File: config.mk
export PLATFORM = sky130hd
export DESIGN_NAME = pxb_port_bus
export DESIGN_NICKNAME = d
export VERILOG_FILES = /design/src/pkg/pxb_pkg.sv /design/src/hdl/pxb_port_bus.sv
export SDC_FILE = /design/constraint.sdc
export NUM_CORES = 1
export LEC_CHECK = 0
export BUFFER_PORTS_ARGS = -buffer_cell sky130_fd_sc_hd__buf_4
export CORE_MARGIN = 5
export CORE_UTILIZATION = 57
export CTS_CLUSTER_SIZE = 14
export DETAILED_ROUTE_END_ITERATION = 7
export HOLD_SLACK_MARGIN = 0.12
export PLACE_DENSITY = 0.84
export SLEW_MARGIN = 10
export SYNTH_ARGS = -nofsm -noshare
export SYNTH_HDL_FRONTEND = slang
export SYNTH_SLANG_ARGS = --single-unit
File: constraint.sdc
create_clock -name clk_sys -period 6.9 [get_ports clk_sys]
set_clock_uncertainty 0.2 [all_clocks]
set_input_delay 0.69 -clock clk_sys [delete_from_list [all_inputs] [get_ports clk_sys]]
set_output_delay 0.69 -clock clk_sys [all_outputs]
set_load 0.005 [all_outputs]
File: src/pkg/pxb_pkg.sv
// Package: constants, types and helpers for the port and external memory bus block
package pxb_pkg;

	// ****************************************************************
	// Register map (byte addresses on the register bus)
	// ****************************************************************
	localparam logic [9:0] ADR_LATCH0  = 10'h000;
	localparam logic [9:0] ADR_LATCH1  = 10'h004;
	localparam logic [9:0] ADR_LATCH2  = 10'h008;
	localparam logic [9:0] ADR_LATCH3  = 10'h00C;
	localparam logic [9:0] ADR_PIN0    = 10'h010;
	localparam logic [9:0] ADR_PIN1    = 10'h014;
	localparam logic [9:0] ADR_PIN2    = 10'h018;
	localparam logic [9:0] ADR_PIN3    = 10'h01C;
	localparam logic [9:0] ADR_CTRL    = 10'h020;
	localparam logic [9:0] ADR_STATUS  = 10'h024;
	localparam logic [9:0] ADR_XADDR   = 10'h028;
	localparam logic [9:0] ADR_XDATA   = 10'h02C;
	localparam logic [9:0] ADR_XCMD    = 10'h030;
	localparam logic [9:0] ADR_VERIFY  = 10'h034;
	localparam logic [9:0] ADR_PROGBYT = 10'h038;
	localparam logic [7:0] AUX_IDX     = 8'h8E;
	localparam logic [9:0] ADR_AUX     = {AUX_IDX, 2'b00};

	// ****************************************************************
	// Field positions and reset values
	// ****************************************************************
	localparam int         AUX_ALE_DIS = 0;
	localparam int         AUX_RTO_DIS = 3;
	localparam logic [7:0] AUX_RESET   = 8'h00;
	localparam logic [7:0] AUX_WMASK   = 8'h09;
	localparam int         CTL_LOCK1   = 0;
	localparam int         CTL_PROGRAM_PULSE_IN    = 1;
	localparam int         CTL_VERIFY  = 2;
	localparam logic [2:0] CTL_RESET   = 3'h0;
	localparam int         ST_BUSY     = 0;
	localparam int         ST_EXTEXEC  = 1;
	localparam int         ST_PROGSEEN = 2;
	localparam int         ST_DEVRST   = 3;
	localparam int         ST_RTOACT   = 4;
	localparam logic [7:0] PORT_RESET  = 8'hFF;
	localparam logic [7:0] BYTE_ZERO   = 8'h00;
	localparam logic [7:0] BYTE_ONES   = 8'hFF;

	// Alternate function bit positions
	localparam int P1_T2   = 0;
	localparam int P1_TIMER2_TRIGGER_IN = 1;
	localparam int P1_MOSI = 5;
	localparam int P1_MISO = 6;
	localparam int P1_SCK  = 7;
	localparam int P3_RXD  = 0;
	localparam int P3_TXD  = 1;
	localparam int P3_EXT_IRQ_ZERO = 2;
	localparam int P3_EXT_IRQ_ONE = 3;
	localparam int P3_T0   = 4;
	localparam int P3_T1   = 5;

	// ****************************************************************
	// Timing (clk_sys serves as the oscillator)
	// ****************************************************************
	localparam int         CLK_PER_OSC  = 1;
	localparam int         OSC_PER_MC   = 12;
	localparam int         RST_HOLD_MC  = 2;
	localparam int         RST_HOLD_CYC = RST_HOLD_MC * OSC_PER_MC * CLK_PER_OSC;
	localparam int         RST_OUT_OSC  = 98;
	localparam int         RST_OUT_CYC  = RST_OUT_OSC * CLK_PER_OSC;
	localparam int         SYNC_SETTLE  = 3;
	localparam logic [2:0] SUB_ALE_END  = 3'h1;
	localparam logic [2:0] SUB_ADR_END  = 3'h2;
	localparam logic [2:0] SUB_STB_BEG  = 3'h3;
	localparam logic [2:0] SUB_LAST     = 3'h5;
	localparam logic [2:0] SUB_RD_BEG   = 3'h1;
	localparam logic [2:0] SUB_WR_BEG   = 3'h1;
	localparam logic [2:0] SUB_WR_END   = 3'h4;

	// ****************************************************************
	// Types
	// ****************************************************************
	typedef enum logic [2:0] {CMD_RD16, CMD_WR16, CMD_RD8, CMD_WR8, CMD_CODE} pxb_cmd_e;
	typedef enum logic [1:0] {H_IDLE, H_DADDR, H_DXFER, H_CODE} pxb_half_e;

	typedef struct packed {
		logic [7:0] out;
		logic [7:0] oe;
		logic [7:0] pu;
	} pxb_pins_s;

	typedef struct packed {
		logic timer2_count_in;
		logic timer2_trigger_in;
		logic spi_mosi;
		logic spi_miso;
		logic spi_sck;
		logic serial_rx;
		logic serial_tx;
		logic ext_irq_zero;
		logic ext_irq_one;
		logic timer0_count_in;
		logic timer1_count_in;
	} pxb_alt_in_s;

	// Quasi-bidirectional drive: strong low for a zero, weak pull-up for a one
	function automatic pxb_pins_s quasi_drive(input logic [7:0] val);
		pxb_pins_s p;
		p.out = BYTE_ZERO;
		p.oe  = ~val;
		p.pu  = val;
		return p;
	endfunction

endpackage

File: src/hdl/pxb_port_bus.sv
// Module: port pins, alternate functions, external memory bus and reset pin logic

// Functional notes
// - First port is open drain; a one in its latch releases the pin as input.
// - During external accesses first port carries low address then data, pulled up.
// - Ports two to four are quasi-bidirectional; a one is pulled high and readable.
// - Second port bit 0 is timer2 count/clock out, bit 1 its trigger input.
// - Second port bits 5, 6, 7 carry the programming SPI MOSI, MISO, SCK.
// - Third port drives high address strongly for fetches and 16-bit data accesses.
// - For 8-bit data accesses third port keeps showing its own latch.
// - Fourth port bits carry serial, interrupt, timer and data strobe functions.
// - Reset input held high two machine cycles resets the device.
// - After a watchdog timeout the reset pin is driven high 98 oscillator periods.
// - A disable bit in aux control suppresses that reset drive; default is enabled.
// - Address latch strobe pulses so the external latch captures the low address.
// - Latch strobe runs at one sixth oscillator rate, one pulse skipped per data access.
// - Aux bit 0 limits latch strobes to data and code-table moves, weak high otherwise.
// - The latch strobe disable has no effect during external execution.
// - Program read strobe twice per machine cycle, two skipped per data access.
// - Access select low sends all fetches external; high runs internal code.
// - With lock bit one set, access select comes from a latch loaded in the first three clocks after reset.
// - Programming mode: code bytes on first port, low address on second, strobe as pulse.
module pxb_port_bus (
	input  wire logic                clk_sys,
	input  wire logic                sys_rst,
	input  wire logic [9:0]          avs_address,
	input  wire logic                avs_read,
	input  wire logic                avs_write,
	input  wire logic [31:0]         avs_writedata,
	output logic      [31:0]         avs_readdata,
	output logic                     avs_waitrequest,
	input  wire logic [7:0]          low_bus_port_in,
	output pxb_pkg::pxb_pins_s       low_bus_port_drv,
	input  wire logic [7:0]          second_port_in,
	output pxb_pkg::pxb_pins_s       second_port_drv,
	input  wire logic [7:0]          high_address_port_in,
	output pxb_pkg::pxb_pins_s       high_address_port_drv,
	input  wire logic [7:0]          fourth_port_in,
	output pxb_pkg::pxb_pins_s       fourth_port_drv,
	input  wire logic [7:0]          second_port_alt_out,
	input  wire logic [5:0]          fourth_port_alt_out,
	output pxb_pkg::pxb_alt_in_s     alt_in,
	input  wire logic                reset_pin_in,
	output logic                     reset_pin_out,
	output logic                     reset_pin_oe,
	output logic                     device_reset,
	input  wire logic                wdt_timeout,
	input  wire logic                ale_in,
	output logic                     ale_out,
	output logic                     ale_oe,
	output logic                     ale_pullup_en,
	output logic                     program_read_strobe_n,
	input  wire logic                external_access_select_in
);

	// ****************************************************************
	// Input synchronisers
	// ****************************************************************
	localparam int          SYNC_W    = 35;
	localparam logic [34:0] SYNC_INIT = 35'h7FFFFFFFF;
	localparam logic [4:0]  HOLD_MAX  = 5'(pxb_pkg::RST_HOLD_CYC);
	localparam logic [6:0]  RTO_LOAD  = 7'(pxb_pkg::RST_OUT_CYC);
	localparam logic [1:0]  SETTLE    = 2'(pxb_pkg::SYNC_SETTLE);

	logic [SYNC_W-1:0] sync1_reg;
	logic [SYNC_W-1:0] sync2_reg;
	logic [SYNC_W-1:0] sync3_reg;
	logic [SYNC_W-1:0] filt_reg;
	wire  [SYNC_W-1:0] sync_in;
	wire  [SYNC_W-1:0] agree;
	wire  [SYNC_W-1:0] filt_next;

	assign sync_in   = {external_access_select_in, reset_pin_in, ale_in, fourth_port_in,
		high_address_port_in, second_port_in, low_bus_port_in};
	// A change counts once the second and third stages agree
	assign agree     = ~(sync2_reg ^ sync3_reg);
	assign filt_next = (sync3_reg & agree) | (filt_reg & ~agree);

	// Three stage pipeline plus agreement filter
	always_ff @(posedge clk_sys) begin
		if (sys_rst) begin
			sync1_reg <= SYNC_INIT;
			sync2_reg <= SYNC_INIT;
			sync3_reg <= SYNC_INIT;
			filt_reg  <= SYNC_INIT;
		end else begin
			sync1_reg <= sync_in;
			sync2_reg <= sync1_reg;
			sync3_reg <= sync2_reg;
			filt_reg  <= filt_next;
		end
	end

	wire [7:0] pin0  = filt_reg[7:0];
	wire [7:0] pin1  = filt_reg[15:8];
	wire [7:0] pin2  = filt_reg[23:16];
	wire [7:0] pin3  = filt_reg[31:24];
	wire       ale_f = filt_reg[32];
	wire       rst_f = filt_reg[33];
	wire       ea_f  = filt_reg[34];

	// ****************************************************************
	// Register state
	// ****************************************************************
	logic [7:0]         latch0_reg;
	logic [7:0]         latch1_reg;
	logic [7:0]         latch2_reg;
	logic [7:0]         latch3_reg;
	logic [7:0]         aux_reg;
	logic [2:0]         ctrl_reg;
	logic [15:0]        xaddr_reg;
	logic [7:0]         xwdata_reg;
	logic [7:0]         xrdata_reg;
	logic [7:0]         verify_reg;
	logic [7:0]         program_pulse_in_byte_reg;
	logic               program_pulse_in_seen_reg;
	pxb_pkg::pxb_cmd_e  cmd_reg;
	logic               pend_reg;
	logic               rd_ack_reg;
	logic [31:0]        rdata_reg;
	logic [2:0]         cap_reg;

	wire program_pulse_in_mode = ctrl_reg[pxb_pkg::CTL_PROGRAM_PULSE_IN];
	wire verify_on = ctrl_reg[pxb_pkg::CTL_VERIFY];

	// ****************************************************************
	// Bus engine state
	// ****************************************************************
	pxb_pkg::pxb_half_e half_reg;
	pxb_pkg::pxb_half_e half_next;
	logic [2:0]         sub_reg;
	logic               phase_hi_reg;
	logic [15:0]        fetch_pc_reg;
	logic               ea_lat_reg;
	logic [1:0]         ea_cnt_reg;

	wire busy = pend_reg | (half_reg != pxb_pkg::H_IDLE) | (cap_reg != 3'h0);

	// ****************************************************************
	// Register bus decode
	// ****************************************************************
	wire sel_l0   = avs_address == pxb_pkg::ADR_LATCH0;
	wire sel_l1   = avs_address == pxb_pkg::ADR_LATCH1;
	wire sel_l2   = avs_address == pxb_pkg::ADR_LATCH2;
	wire sel_l3   = avs_address == pxb_pkg::ADR_LATCH3;
	wire sel_ctrl = avs_address == pxb_pkg::ADR_CTRL;
	wire sel_stat = avs_address == pxb_pkg::ADR_STATUS;
	wire sel_xadr = avs_address == pxb_pkg::ADR_XADDR;
	wire sel_xdat = avs_address == pxb_pkg::ADR_XDATA;
	wire sel_xcmd = avs_address == pxb_pkg::ADR_XCMD;
	wire sel_ver  = avs_address == pxb_pkg::ADR_VERIFY;
	wire sel_aux  = avs_address == pxb_pkg::ADR_AUX;

	// Command writes stall while a transfer runs, so software never loses one
	assign avs_waitrequest = (avs_read & ~rd_ack_reg) | (avs_write & sel_xcmd & busy);
	wire wr_en   = avs_write & ~avs_waitrequest;
	wire cmd_ok  = avs_writedata[2:0] <= pxb_pkg::CMD_CODE;
	wire cmd_go  = wr_en & sel_xcmd & cmd_ok;
	wire seen_clr = wr_en & sel_stat & avs_writedata[pxb_pkg::ST_PROGSEEN];

	logic       dev_rst_reg;
	logic       rto_act_reg;
	wire        ext_exec;

	wire [7:0] status_byte = {3'h0, rto_act_reg, dev_rst_reg, program_pulse_in_seen_reg, ext_exec, busy};

	// Read selection; unmapped addresses read as zero
	wire [7:0] rd_byte =
		sel_l0   ? latch0_reg :
		sel_l1   ? latch1_reg :
		sel_l2   ? latch2_reg :
		sel_l3   ? latch3_reg :
		(avs_address == pxb_pkg::ADR_PIN0) ? pin0 :
		(avs_address == pxb_pkg::ADR_PIN1) ? pin1 :
		(avs_address == pxb_pkg::ADR_PIN2) ? pin2 :
		(avs_address == pxb_pkg::ADR_PIN3) ? pin3 :
		sel_ctrl ? {5'h00, ctrl_reg} :
		sel_stat ? status_byte :
		sel_xdat ? xrdata_reg :
		sel_xcmd ? {5'h00, cmd_reg} :
		sel_ver  ? verify_reg :
		(avs_address == pxb_pkg::ADR_PROGBYT) ? program_pulse_in_byte_reg :
		sel_aux  ? aux_reg : pxb_pkg::BYTE_ZERO;
	wire [31:0] rd_word = sel_xadr ? {16'h0000, xaddr_reg} : {24'h000000, rd_byte};

	// Read answer: one wait cycle, data from a register
	always_ff @(posedge clk_sys) begin
		if (sys_rst) begin
			rd_ack_reg <= 1'b0;
			rdata_reg  <= 32'h00000000;
		end else begin
			rd_ack_reg <= avs_read & ~rd_ack_reg;
			if (avs_read & ~rd_ack_reg) begin
				rdata_reg <= rd_word;
			end
		end
	end
	assign avs_readdata = rdata_reg;

	// Software-written registers
	always_ff @(posedge clk_sys) begin
		if (sys_rst) begin
			latch0_reg <= pxb_pkg::PORT_RESET;
			latch1_reg <= pxb_pkg::PORT_RESET;
			latch2_reg <= pxb_pkg::PORT_RESET;
			latch3_reg <= pxb_pkg::PORT_RESET;
			aux_reg    <= pxb_pkg::AUX_RESET;
			ctrl_reg   <= pxb_pkg::CTL_RESET;
			xaddr_reg  <= 16'h0000;
			xwdata_reg <= pxb_pkg::BYTE_ZERO;
			verify_reg <= pxb_pkg::BYTE_ZERO;
		end else if (wr_en) begin
			if (sel_l0) latch0_reg <= avs_writedata[7:0];
			if (sel_l1) latch1_reg <= avs_writedata[7:0];
			if (sel_l2) latch2_reg <= avs_writedata[7:0];
			if (sel_l3) latch3_reg <= avs_writedata[7:0];
			if (sel_aux) aux_reg <= avs_writedata[7:0] & pxb_pkg::AUX_WMASK;
			if (sel_ctrl) ctrl_reg <= avs_writedata[2:0];
			if (sel_xadr) xaddr_reg <= avs_writedata[15:0];
			if (sel_xdat) xwdata_reg <= avs_writedata[7:0];
			if (sel_ver) verify_reg <= avs_writedata[7:0];
		end
	end

	// ****************************************************************
	// Access select latch
	// ****************************************************************
	// Capture samples the filter output for three clocks after reset release, then holds
	always_ff @(posedge clk_sys) begin
		if (sys_rst) begin
			ea_cnt_reg <= 2'h0;
			ea_lat_reg <= 1'b1;
		end else if (ea_cnt_reg != SETTLE) begin
			ea_cnt_reg <= ea_cnt_reg + 2'h1;
			ea_lat_reg <= ea_f;
		end
	end
	wire ea_eff = ctrl_reg[pxb_pkg::CTL_LOCK1] ? ea_lat_reg : ea_f;
	assign ext_exec = ~ea_eff;

	// ****************************************************************
	// Machine cycle sequencer
	// ****************************************************************
	wire half_end = sub_reg == pxb_pkg::SUB_LAST;
	// Data moves start only in a second half so their strobe half opens a cycle
	wire accept   = half_end & pend_reg & ~phase_hi_reg & ~program_pulse_in_mode;
	wire is16     = (cmd_reg == pxb_pkg::CMD_RD16) | (cmd_reg == pxb_pkg::CMD_WR16);
	wire iswr     = (cmd_reg == pxb_pkg::CMD_WR16) | (cmd_reg == pxb_pkg::CMD_WR8);
	wire st_idle  = half_reg == pxb_pkg::H_IDLE;
	wire st_daddr = half_reg == pxb_pkg::H_DADDR;
	wire st_dxfer = half_reg == pxb_pkg::H_DXFER;
	wire st_code  = half_reg == pxb_pkg::H_CODE;
	wire fetch_h  = st_idle & ext_exec & ~program_pulse_in_mode;

	assign half_next = ~half_end ? half_reg :
		st_daddr ? pxb_pkg::H_DXFER :
		~accept ? pxb_pkg::H_IDLE :
		(cmd_reg == pxb_pkg::CMD_CODE) ? pxb_pkg::H_CODE : pxb_pkg::H_DADDR;

	// Six-clock halves, two per twelve-clock machine cycle
	always_ff @(posedge clk_sys) begin
		if (sys_rst) begin
			sub_reg      <= 3'h0;
			phase_hi_reg <= 1'b0;
			half_reg     <= pxb_pkg::H_IDLE;
		end else begin
			sub_reg      <= half_end ? 3'h0 : sub_reg + 3'h1;
			phase_hi_reg <= phase_hi_reg ^ half_end;
			half_reg     <= half_next;
		end
	end

	// Command queue, fetch counter and read capture
	always_ff @(posedge clk_sys) begin
		if (sys_rst) begin
			pend_reg     <= 1'b0;
			cmd_reg      <= pxb_pkg::CMD_RD16;
			fetch_pc_reg <= 16'h0000;
			xrdata_reg   <= pxb_pkg::BYTE_ZERO;
			cap_reg      <= 3'h0;
		end else begin
			// Pin filter lags four clocks, so the byte is taken three clocks late
			cap_reg <= {cap_reg[1:0], half_end & ((st_dxfer & ~iswr) | st_code)};
			if (cmd_go) begin
				pend_reg <= 1'b1;
				cmd_reg  <= pxb_pkg::pxb_cmd_e'(avs_writedata[2:0]);
			end else if (accept) begin
				pend_reg <= 1'b0;
			end
			if (half_end & fetch_h) begin
				fetch_pc_reg <= fetch_pc_reg + 16'h0001;
			end
			if (cap_reg[2]) begin
				xrdata_reg <= pin0;
			end
		end
	end

	// ****************************************************************
	// Strobe and pin drive decisions
	// ****************************************************************
	wire ale_win  = sub_reg <= pxb_pkg::SUB_ALE_END;
	wire adr_win  = sub_reg <= pxb_pkg::SUB_ADR_END;
	wire stb_win  = sub_reg >= pxb_pkg::SUB_STB_BEG;
	wire ale_dis  = aux_reg[pxb_pkg::AUX_ALE_DIS];
	// Disable bit is ignored while code runs from outside
	wire ale_mode = ~program_pulse_in_mode & (~ale_dis | ext_exec | ~st_idle);
	// The strobe half of a data move carries no pulse, so one is skipped
	wire ale_puls = ale_mode & ale_win & (st_idle | st_daddr | st_code);
	// Address and data halves skip the two program read strobes
	wire program_read_strobe_on  = ~program_pulse_in_mode & stb_win & (fetch_h | st_code);

	wire bus_on   = ~program_pulse_in_mode & (fetch_h | st_daddr | st_dxfer | st_code);
	wire p0_adr   = ~program_pulse_in_mode & adr_win & (fetch_h | st_daddr | st_code);
	wire p0_wdat  = ~program_pulse_in_mode & st_dxfer & iswr;
	wire [15:0] bus_adr = fetch_h ? fetch_pc_reg : xaddr_reg;
	wire p2_adr   = ~program_pulse_in_mode & (fetch_h | st_code | ((st_daddr | st_dxfer) & is16));

	wire rd_n = ~(~program_pulse_in_mode & st_dxfer & ~iswr & (sub_reg >= pxb_pkg::SUB_RD_BEG));
	wire wr_n = ~(~program_pulse_in_mode & st_dxfer & iswr & (sub_reg >= pxb_pkg::SUB_WR_BEG)
		& (sub_reg <= pxb_pkg::SUB_WR_END));

	pxb_pkg::pxb_pins_s p0_next;
	pxb_pkg::pxb_pins_s p1_next;
	pxb_pkg::pxb_pins_s p2_next;
	pxb_pkg::pxb_pins_s p3_next;

	// First port: address, write data, verify byte, or open-drain latch
	assign p0_next.out = p0_adr ? bus_adr[7:0] :
		p0_wdat ? xwdata_reg :
		(program_pulse_in_mode & verify_on) ? verify_reg : pxb_pkg::BYTE_ZERO;
	assign p0_next.oe  = program_pulse_in_mode ? {8{verify_on}} :
		(p0_adr | p0_wdat) ? pxb_pkg::BYTE_ONES :
		bus_on ? pxb_pkg::BYTE_ZERO : ~latch0_reg;
	assign p0_next.pu  = bus_on ? pxb_pkg::BYTE_ONES : pxb_pkg::BYTE_ZERO;

	// Second port: latch gated by peripheral outputs, released in programming
	assign p1_next = pxb_pkg::quasi_drive(program_pulse_in_mode ? pxb_pkg::BYTE_ONES :
		latch1_reg & second_port_alt_out);

	// Third port: strong address drive or its own latch
	assign p2_next.out = p2_adr ? bus_adr[15:8] : pxb_pkg::BYTE_ZERO;
	assign p2_next.oe  = p2_adr ? pxb_pkg::BYTE_ONES : ~latch2_reg;
	assign p2_next.pu  = p2_adr ? pxb_pkg::BYTE_ZERO : latch2_reg;

	// Fourth port: top two bits are the data strobes
	assign p3_next = pxb_pkg::quasi_drive(latch3_reg
		& {rd_n, wr_n, fourth_port_alt_out});

	// Registered pin drives; costs one clock of skew on every pin alike
	always_ff @(posedge clk_sys) begin
		if (sys_rst) begin
			low_bus_port_drv      <= pxb_pkg::quasi_drive(pxb_pkg::BYTE_ONES);
			second_port_drv       <= pxb_pkg::quasi_drive(pxb_pkg::BYTE_ONES);
			high_address_port_drv <= pxb_pkg::quasi_drive(pxb_pkg::BYTE_ONES);
			fourth_port_drv       <= pxb_pkg::quasi_drive(pxb_pkg::BYTE_ONES);
			ale_out               <= 1'b0;
			ale_oe                <= 1'b0;
			ale_pullup_en         <= 1'b1;
			program_read_strobe_n <= 1'b1;
		end else begin
			low_bus_port_drv      <= p0_next;
			second_port_drv       <= p1_next;
			high_address_port_drv <= p2_next;
			fourth_port_drv       <= p3_next;
			ale_out               <= ale_puls;
			ale_oe                <= ale_mode;
			ale_pullup_en         <= ~ale_mode & ~program_pulse_in_mode;
			program_read_strobe_n <= ~program_read_strobe_on;
		end
	end

	// Alternate inputs go to the other peripherals from filtered pins
	assign alt_in.timer2_count_in   = pin1[pxb_pkg::P1_T2];
	assign alt_in.timer2_trigger_in = pin1[pxb_pkg::P1_TIMER2_TRIGGER_IN];
	assign alt_in.spi_mosi          = pin1[pxb_pkg::P1_MOSI];
	assign alt_in.spi_miso          = pin1[pxb_pkg::P1_MISO];
	assign alt_in.spi_sck           = pin1[pxb_pkg::P1_SCK];
	assign alt_in.serial_rx         = pin3[pxb_pkg::P3_RXD];
	assign alt_in.serial_tx         = pin3[pxb_pkg::P3_TXD];
	assign alt_in.ext_irq_zero      = pin3[pxb_pkg::P3_EXT_IRQ_ZERO];
	assign alt_in.ext_irq_one       = pin3[pxb_pkg::P3_EXT_IRQ_ONE];
	assign alt_in.timer0_count_in   = pin3[pxb_pkg::P3_T0];
	assign alt_in.timer1_count_in   = pin3[pxb_pkg::P3_T1];

	// ****************************************************************
	// Programming pulse capture
	// ****************************************************************
	logic ale_prev_reg;
	wire  program_pulse_in_fall = program_pulse_in_mode & ale_prev_reg & ~ale_f;

	// Sticky flag: a new pulse in the clearing cycle still sets it
	always_ff @(posedge clk_sys) begin
		if (sys_rst) begin
			ale_prev_reg  <= 1'b1;
			program_pulse_in_seen_reg <= 1'b0;
			program_pulse_in_byte_reg <= pxb_pkg::BYTE_ZERO;
		end else begin
			ale_prev_reg  <= ale_f;
			program_pulse_in_seen_reg <= program_pulse_in_fall | (program_pulse_in_seen_reg & ~seen_clr);
			if (program_pulse_in_fall) begin
				program_pulse_in_byte_reg <= pin0;
			end
		end
	end

	// ****************************************************************
	// Reset pin: input qualification and watchdog drive
	// ****************************************************************
	logic [4:0] hold_cnt_reg;
	logic [6:0] rto_cnt_reg;
	wire  [6:0] rto_cnt_next = (wdt_timeout & ~aux_reg[pxb_pkg::AUX_RTO_DIS]
		& ~rto_act_reg) ? RTO_LOAD :
		(rto_cnt_reg != 7'h00) ? rto_cnt_reg - 7'h01 : 7'h00;

	// High must last two full machine cycles before the device resets
	always_ff @(posedge clk_sys) begin
		if (sys_rst) begin
			hold_cnt_reg <= 5'h00;
			dev_rst_reg  <= 1'b0;
			rto_cnt_reg  <= 7'h00;
			rto_act_reg  <= 1'b0;
		end else begin
			hold_cnt_reg <= ~rst_f ? 5'h00 :
				(hold_cnt_reg == HOLD_MAX) ? HOLD_MAX : hold_cnt_reg + 5'h01;
			dev_rst_reg  <= rst_f & (hold_cnt_reg == HOLD_MAX);
			rto_cnt_reg  <= rto_cnt_next;
			rto_act_reg  <= rto_cnt_next != 7'h00;
		end
	end

	assign reset_pin_out = rto_act_reg;
	assign reset_pin_oe  = rto_act_reg;
	assign device_reset  = dev_rst_reg;

endmodule

==> results of run 1 <==
## cell usage after synthesis (7+ instances only)
cell type  count  share of area [%]
dfxtp_1      367                 52
nor2_1       171                4.6
a21oi_1      125                4.4
nand2_1      125                3.3
or2_2        110                4.9
clkbuf_1      66                1.8
buf_4         52                2.8
mux2i_1       47                3.3
inv_1         41                1.1
o21bai_1      36                1.9
o21ai_0       35                1.2
nor2b_1       32                1.4
nand3_1       30                1.1
a211o_1       25                1.6
nor3_1        24               0.85
nand2b_1      15               0.67
ha_1          14                1.2
o21a_1        14               0.75
a211oi_1      12               0.64
xor2_1        12               0.75
a22o_1        11               0.68
buf_2         11               0.39
a21o_1        10               0.53
o22ai_1       10               0.44
or3_1          9               0.40
a31oi_1        8               0.35
nand4_1        7               0.31
xnor2_1        7               0.43
## power by group through the flow
stage          clock (mW)  combinational [mW]  sequential, mW
2_1_floorplan           0               0.244            2.26
4_1_cts              2.17               0.356            2.23
3_3_place_gp            0               0.342            2.27
6_report             2.13               0.356            2.23
3_5_place_dp            0               0.353            2.27
5_1_grt              2.26               0.395            2.23
## final timing paths
check / start / endpoint / slack (ns) / depth (start not counted)
hold reg to reg: sync1_reg[14] / sync2_reg[14] / 0.21 / 1
setup / recovery: half_reg[1] / latch1_reg[6] / 3.20 / 9
setup reg to reg: half_reg[1] / latch1_reg[6] / 3.20 / 9
hold / removal: second_port_in[3] / sync1_reg[11] / 0.16 / 2
## worst max-delay path, stage by stage (launching register included)
cell      delay [ns]
dfxtp_1         0.33
inv_1           0.10
ha_1            0.25
nand2b_1        0.07
nor4_1          0.59
o211ai_1        0.50
buf_4           0.32
nor2_1          0.81
nor2b_1         0.10
a211o_1         0.30
## stage by stage
step                cell area [µm²]  worst slack [ns]  hold WS (ns)  power (mW)  std cells
floorplan                     14200              4.14         0.189        2.51       1558
global placement              15500              3.23         0.192        2.61       1956
detailed placement            15500              3.14         0.193        2.63       1956
CTS                           16800              3.24         0.142        4.75       2022
global route                  16800              2.95         0.144        4.89       2022
finish                        16800              3.20         0.159        4.71       2022
## final cells by class
class,count,area (µm²),area share [%]
Sequential cell,367,7350,43.6
Multi-Input combinational cell,1014,6020,35.8
Timing Repair Buffer,209,1580,9.36
Clock buffer,51,1120,6.67
Tap cell,324,405,2.41
Clock inverter,15,206,1.23
Inverter,42,158,0.936
## cells by family after synthesis
logic type                 count (synthesis)
AOI/OAI and AO/OA                        325
xor gates and xnor gates                  19
adders and majority gates                 14
buffers and inverters                    177
DFF                                      367
muxes                                     55
other                                      1
and+or+nand+nor                          569
## routing by layer
layer	up-vias	track usage, %	wire length (µm)
met5	-	0	0
met4	0	8.61	1270
met3	91	4.81	2810
met2	457	41.7	17200
met1	5242	30.6	14300
li1	5416	-	-
==> metrics.md, run 1 <==
| Metric | Value |
|---|---|
| Worst path required time | `7.09 ns` |
| Drt via density | `5.54` |
| Sequential power share | `47.3%` |
| Simple-gate portion of the synthesized area | `20.2%` |
| CTS Buffer Depth | `3` |
| Synth warn | `0` |
| RD Place Congestion | `0.917` |
| Crit. End Element | `flop` |
| Layout cell share with drive strength beyond 1 | `23.7%` |
| CTS root buf | `clkbuf_16` |
| Critical path type | `reg -> reg` |
| CP Data Arrival Time | `3.89 ns` |
| Mapped Avg Cell Area | `9.23 µm²` |
| Worst Path Max Fanout | `16` |
| Main synth FF type | `dfxtp_1` |
| Synth cell types | `69` |
| Max-slew headroom | `29.4%` |
| Async S/R FF share, synth | `0%` |
| Layout area overhead | `19.4%` |
| Drt total wl | `35600 µm` |
| Fin util | `69.2%` |
| Sw Ratio | `22.0%` |
| P_sw | `1.04 mW` |
| Overall routing resource usage | `24.3%` |
| Number of fill cells in the layout | `1844` |
| CTS tree | `built` |
| H-tree levels | `2` |
| Post-Synth XOR/XNOR Area | `1.18%` |
| Total gr overflow | `0` |
| DRT iter0 DRCs | `1100` |
| Final hold vios | `0` |
| Final antenna-violating net count | `0` |
| Final period util | `53.7%` |
| Row count | `57` |
| Die Wd | `167 µm` |
| Combinational power share | `7.6%` |
| Final Slew Violations | `0` |
| MaxCap Viol Count | `0` |
| Vias | `11206` |
| Cells after synthesis | `1527` |
| EDFF count, synth | `0` |
| Post-route minimum period | `3.70 ns` |
| CTS Sinks | `367` |
| VDD IR-drop max | `0.301 mV` |
| IO Port Bufs | `194` |
| Die area | `28000 µm²` |
| Most common cell after layout, fill and taps aside | `dfxtp_1` |
| Number of global-route vias before repair | `10790` |
| Final setup vio count | `0` |
| Largest net degree at the start of global routing | `143` |
| Worst-path clk slew | `0.06 ns` |
| Leakage power | `6.71 nW` |
| Synth Area in Adders | `1.24%` |
| Drt pass-1 iters | `7` |
| I/O pin total | `243` |
| Antenna violations before repair | `0` |
| PwrDens | `280 nW/µm²` |
| Post-CTS Setup Bufs | `0` |
| Final nets | `1782` |
| #FFs+latches synth | `367` |
| Seq/Total Area, Yosys | `52.1%` |
| Status | `finished, final reports clean` |
| Starting Density | `58.0%` |
| RSZ-0062 raised after global routing | `no` |
| DR WL/cell | `17.6 µm` |
| Resized cells post-CTS | `0` |
| Hold WC Path Type | `in -> reg` |
| Worst setup SP type | `flop` |
| Core Area | `24300 µm²` |
| Cts hold-fix bufs | `0` |
| Compound-Gate Fraction of Synth Area | `14.9%` |
| Residual DRC | `0` |
| Max Clock Freq | `0.270 GHz` |
| Diode count | `0` |
| Cell internal pwr | `3.67 mW` |
| Mux contribution to synthesized area | `4.16%` |
| Chip height | `167 µm` |
| First-pass GRT wire length | `56200 µm` |
| Worst-Skew Late Latency | `0.51 ns` |
| Worst-Margin Slew | `1.06 ns` |
| Mapped Area | `14100 µm²` |
| Most frequent cells in the layout | `367 x dfxtp_1, 208 x buf_4, 170 x nor2_1, 125 x nand2_1, 125 x a21oi_1` |
| Sum Neg Setup Slack | `0 ns` |
| DP HPWL | `24800 µm` |
| Main combinational cell family by area after synthesis | `simple AND/OR/NAND/NOR gates` |
| Clock network fraction of total power | `45.2%` |
| CTS Buf Count | `38` |
No activity file was read; power rests on OpenSTA's default activity.
==> inputs of run 2 (changes only) <==
--- a/config.mk
+++ b/config.mk
@@ -5,13 +5,14 @@
 export SDC_FILE = /design/constraint.sdc
 export NUM_CORES = 1
 export LEC_CHECK = 0
+export ABC_AREA = 1
 export BUFFER_PORTS_ARGS = -buffer_cell sky130_fd_sc_hd__buf_4
 export CORE_MARGIN = 5
-export CORE_UTILIZATION = 57
+export CORE_UTILIZATION = 50
 export CTS_CLUSTER_SIZE = 14
 export DETAILED_ROUTE_END_ITERATION = 7
 export HOLD_SLACK_MARGIN = 0.12
-export PLACE_DENSITY = 0.84
+export PLACE_DENSITY = 0.78
 export SLEW_MARGIN = 10
 export SYNTH_ARGS = -nofsm -noshare
 export SYNTH_HDL_FRONTEND = slang
==> constraint.sdc (replaced) <==
create_clock -name clk_sys -period 3.3 [get_ports clk_sys]
set_clock_uncertainty 0.2 [all_clocks]
set_input_delay 0.33 -clock clk_sys [delete_from_list [all_inputs] [get_ports clk_sys]]
set_output_delay 0.33 -clock clk_sys [all_outputs]
set_load 0.005 [all_outputs]
==> metrics.md, run 2 <==
| Metric | Value |
|---|---|
| Status | `finished, final reports clean (unchanged)` |
| Final setup vio count | `0 (unchanged)` |
| Die area | `30800 µm² (was 28000 µm²)` |
| EDFF count, synth | `0 (unchanged)` |
| Drt total wl | `34800 µm (was 35600 µm)` |
| CP Data Arrival Time | `3.05 ns (was 3.89 ns)` |
| CTS Sinks | `367 (unchanged)` |
| Worst-Margin Slew | `0.732 ns (was 1.06 ns)` |
| PwrDens | `562 nW/µm² (was 280 nW/µm²)` |
| Crit-path cells | `inv_1 > ha_1 > inv_1 > nor3_2 > nand3_2 > a31oi_4 > nand2_2 > inv_2 > nand4_1 > o211ai_1 (was inv_1 > ha_1 > nand2b_1 > nor4_1 > o211ai_1 > buf_4 > nor2_1 > nor2b_1 > a211o_1)` |
| CP top delay family | `simple AND/OR/NAND/NOR gates (unchanged)` |
| Synth warn | `0 (unchanged)` |
| Async S/R FF share, synth | `0% (unchanged)` |
| Critical path type | `reg -> reg (unchanged)` |
| Worst-Skew Late Latency | `0.53 ns (was 0.51 ns)` |
| Largest net degree at the start of global routing | `155 (was 143)` |
| CTS root buf | `clkbuf_16 (unchanged)` |
| Die Wd | `175 µm (was 167 µm)` |
| CP max stage delay | `0.59 ns (was 0.81 ns)` |
| DR WL/cell | `15.6 µm (was 17.6 µm)` |
| Sum Neg Setup Slack | `0 ns (unchanged)` |
| Main synth FF type | `dfxtp_1 (unchanged)` |
| DP HPWL | `24200 µm (was 24800 µm)` |
| #FFs+latches synth | `367 (unchanged)` |
| Most frequent cells in the layout | `367 x dfxtp_1, 227 x nand2_1, 204 x buf_4, 185 x inv_1, 174 x o21ai_0 (was 367 x dfxtp_1, 208 x buf_4, 170 x nor2_1, 125 x nand2_1, 125 x a21oi_1)` |
| I/O pin total | `243 (unchanged)` |
| Area share of the leading cell type in the synthesized netlist | `53.7% (was 52.1%)` |
| Diode count | `0 (unchanged)` |
| Vias | `11425 (was 11206)` |
| Synth top area cells | `dfxtp_1 54%, o21ai_0 6.4%, nand2_1 6.2% (was dfxtp_1 52%, or2_2 4.9%, nor2_1 4.6%)` |
| Top cells by count, synth | `367 x dfxtp_1, 227 x nand2_1, 185 x inv_1 (was 367 x dfxtp_1, 171 x nor2_1, 125 x a21oi_1, 125 x nand2_1, 110 x or2_2)` |
| Worst path required time | `3.51 ns (was 7.09 ns)` |
| Final nets | `1975 (was 1782)` |
| Synth cell types | `49 (was 69)` |
| Final period util | `86.2% (was 53.7%)` |
| Seq/Total Area, Yosys | `53.7% (was 52.1%)` |
| MaxCap Viol Count | `0 (unchanged)` |
| CTS Buffer Depth | `3 (unchanged)` |
| Final Slew Violations | `0 (unchanged)` |
| Mapped Avg Cell Area | `8.38 µm² (was 9.23 µm²)` |
| Core Area | `27000 µm² (was 24300 µm²)` |
| Final antenna-violating net count | `0 (unchanged)` |
| Resized cells post-CTS | `0 (unchanged)` |
| Mapped Area | `13700 µm² (was 14100 µm²)` |
| Number of global-route vias before repair | `11047 (was 10790)` |
| Most common cell after layout, fill and taps aside | `dfxtp_1 (unchanged)` |
| Starting Density | `50.7% (was 58.0%)` |
| Antenna violations before repair | `0 (unchanged)` |
| Bufs and invs on worst path | `3 (was 2)` |
| CP max-delay cell | `nand4_1 (was nor2_1)` |
| Post-CTS Setup Bufs | `0 (unchanged)` |
| Drt pass-1 iters | `6 (was 7)` |
| Worst Path Max Fanout | `16 (unchanged)` |
| Count leader, synth | `dfxtp_1 (unchanged)` |
| CTS Buf Count | `37 (was 38)` |
| DRT iter0 DRCs | `974 (was 1100)` |
| Chip height | `175 µm (was 167 µm)` |
| Post-route minimum period | `2.85 ns (was 3.70 ns)` |
| RSZ-0062 raised after global routing | `no (unchanged)` |
| Smallest hold slack | `0.145 ns (was 0.159 ns)` |
| Worst setup SP type | `flop (unchanged)` |
| Tot Pwr | `9.59 mW (was 4.71 mW)` |
| RD Place Congestion | `0.920 (was 0.917)` |
| CTS tree | `built (unchanged)` |
| H-tree levels | `2 (unchanged)` |
| Leakage power | `7.33 nW (was 6.71 nW)` |
| Cts hold-fix bufs | `67 (was 0)` |
| Hold WC Path Type | `in -> reg (unchanged)` |
| Overall routing resource usage | `21.9% (was 24.3%)` |
| Max Clock Freq | `0.351 GHz (was 0.270 GHz)` |
| Worst-path clk slew | `0.06 ns (about the same)` |
| First-pass GRT wire length | `55400 µm (was 56200 µm)` |
| Total gr overflow | `0 (unchanged)` |
| Residual DRC | `0 (unchanged)` |
| Leading area contributor after synthesis | `dfxtp_1 (unchanged)` |
| Layout cell share with drive strength beyond 1 | `22.3% (was 23.7%)` |
| Layout area overhead | `24.7% (was 19.4%)` |
| IO Port Bufs | `194 (unchanged)` |
| Drt via density | `5.12 (was 5.54)` |
| Cells after synthesis | `1631 (was 1527)` |
| Final hold vios | `0 (unchanged)` |
| CP dominant cell by count | `inv_1` |
| VDD IR-drop max | `0.440 mV (was 0.301 mV)` |
| Max-slew headroom | `51.1% (was 29.4%)` |
| Row count | `60 (was 57)` |
| Crit. End Element | `flop (unchanged)` |
[run 2: cell count changes after synthesis, moves of 16 or more]
cell / previous run / this run
inv_1: 41 / 185
o21ai_0: 35 / 174
nand2_1: 125 / 227
nor2_1: 171 / 116
mux2i_1: 47 / 0
o21bai_1: 36 / 0
nor2b_1: 32 / 0
a21oi_1: 125 / 153
clkbuf_1: 66 / 40
a211o_1: 25 / 0
nand4_1: 7 / 23
[run 2: worst min-delay path, delay by kind of cell]
| family | cells | cell delay [ns] |
|---|---|---|
| AND/OR/NAND/NOR | 3 | 0.23 |
| buffers and inverters | 2 | 0.19 |
| AO/OA/AOI/OAI | 1 | 0.07 |
[run 2: metrics by stage]
stage	std cells	util, %	setup slack (ns)	area [µm²]
2_1_floorplan	1662	-	1.05	13800
3_3_place_gp	2100	56.2	0.687	15100
3_5_place_dp	2100	56.2	0.579	15100
4_1_cts	2233	63.3	0.516	17100
5_1_grt	2233	63.3	0.335	17100
6_report	2233	63.3	0.455	17100
[run 2: power breakdown]
| part | leakage [nW] | total (mW) | switching [mW] | internal (mW) |
|---|---|---|---|---|
| Clock | 0.618 | 4.22 | 1.69 | 2.53 |
| Sequential | 3.00 | 4.64 | 0.0733 | 4.57 |
| Combinational | 3.72 | 0.728 | 0.389 | 0.338 |
| Total | 7.33 | 9.59 | 2.15 | 7.44 |
[run 2: path summary, 6_finish.rpt]
kind	from	to	slack [ns]	cells past startpoint
worst max register to register	half_reg[0]	latch1_reg[1]	0.45	10
worst max-delay path	half_reg[0]	latch1_reg[1]	0.45	10
worst min-delay path	avs_address[8]	aux_reg[3]	0.15	6
worst min register to register	sync1_reg[25]	sync2_reg[25]	0.20	1
[run 2: area by class of cell]
type,instances,area (µm²)
Fill cell,2140,9900
Sequential cell,367,7350
Multi-Input combinational cell,987,5040
Timing Repair Buffer,273,2240
Clock buffer,50,1030
Inverter,199,751
Tap cell,341,427
Clock inverter,16,206
[run 2: logic make-up (layout without fill, tap and decap cells)]
| kind of cell | after synthesis | count (layout) | synth area share, % |
|---|---|---|---|
| and+or+nand+nor | 553 | 553 | 19.1 |
| AOI/OAI and AO/OA | 380 | 380 | 15.1 |
| DFF | 367 | 367 | 53.7 |
| buffers and inverters | 308 | 538 | 10.2 |
| adders and majority gates | 14 | 14 | 1.28 |
| xor gates and xnor gates | 8 | 8 | 0.513 |
| other | 1 | 32 | 0.0274 |
[run 2: layer usage]
| metal | part of all wire [%] | global-route usage [%] | wire length, µm |
|---|---|---|---|
| met5 | 0 | 0 | 0 |
| met4 | 3.7 | 8.35 | 1290 |
| met3 | 7.7 | 3.68 | 2670 |
| met2 | 49 | 39.3 | 17000 |
| met1 | 40 | 26.5 | 13800 |
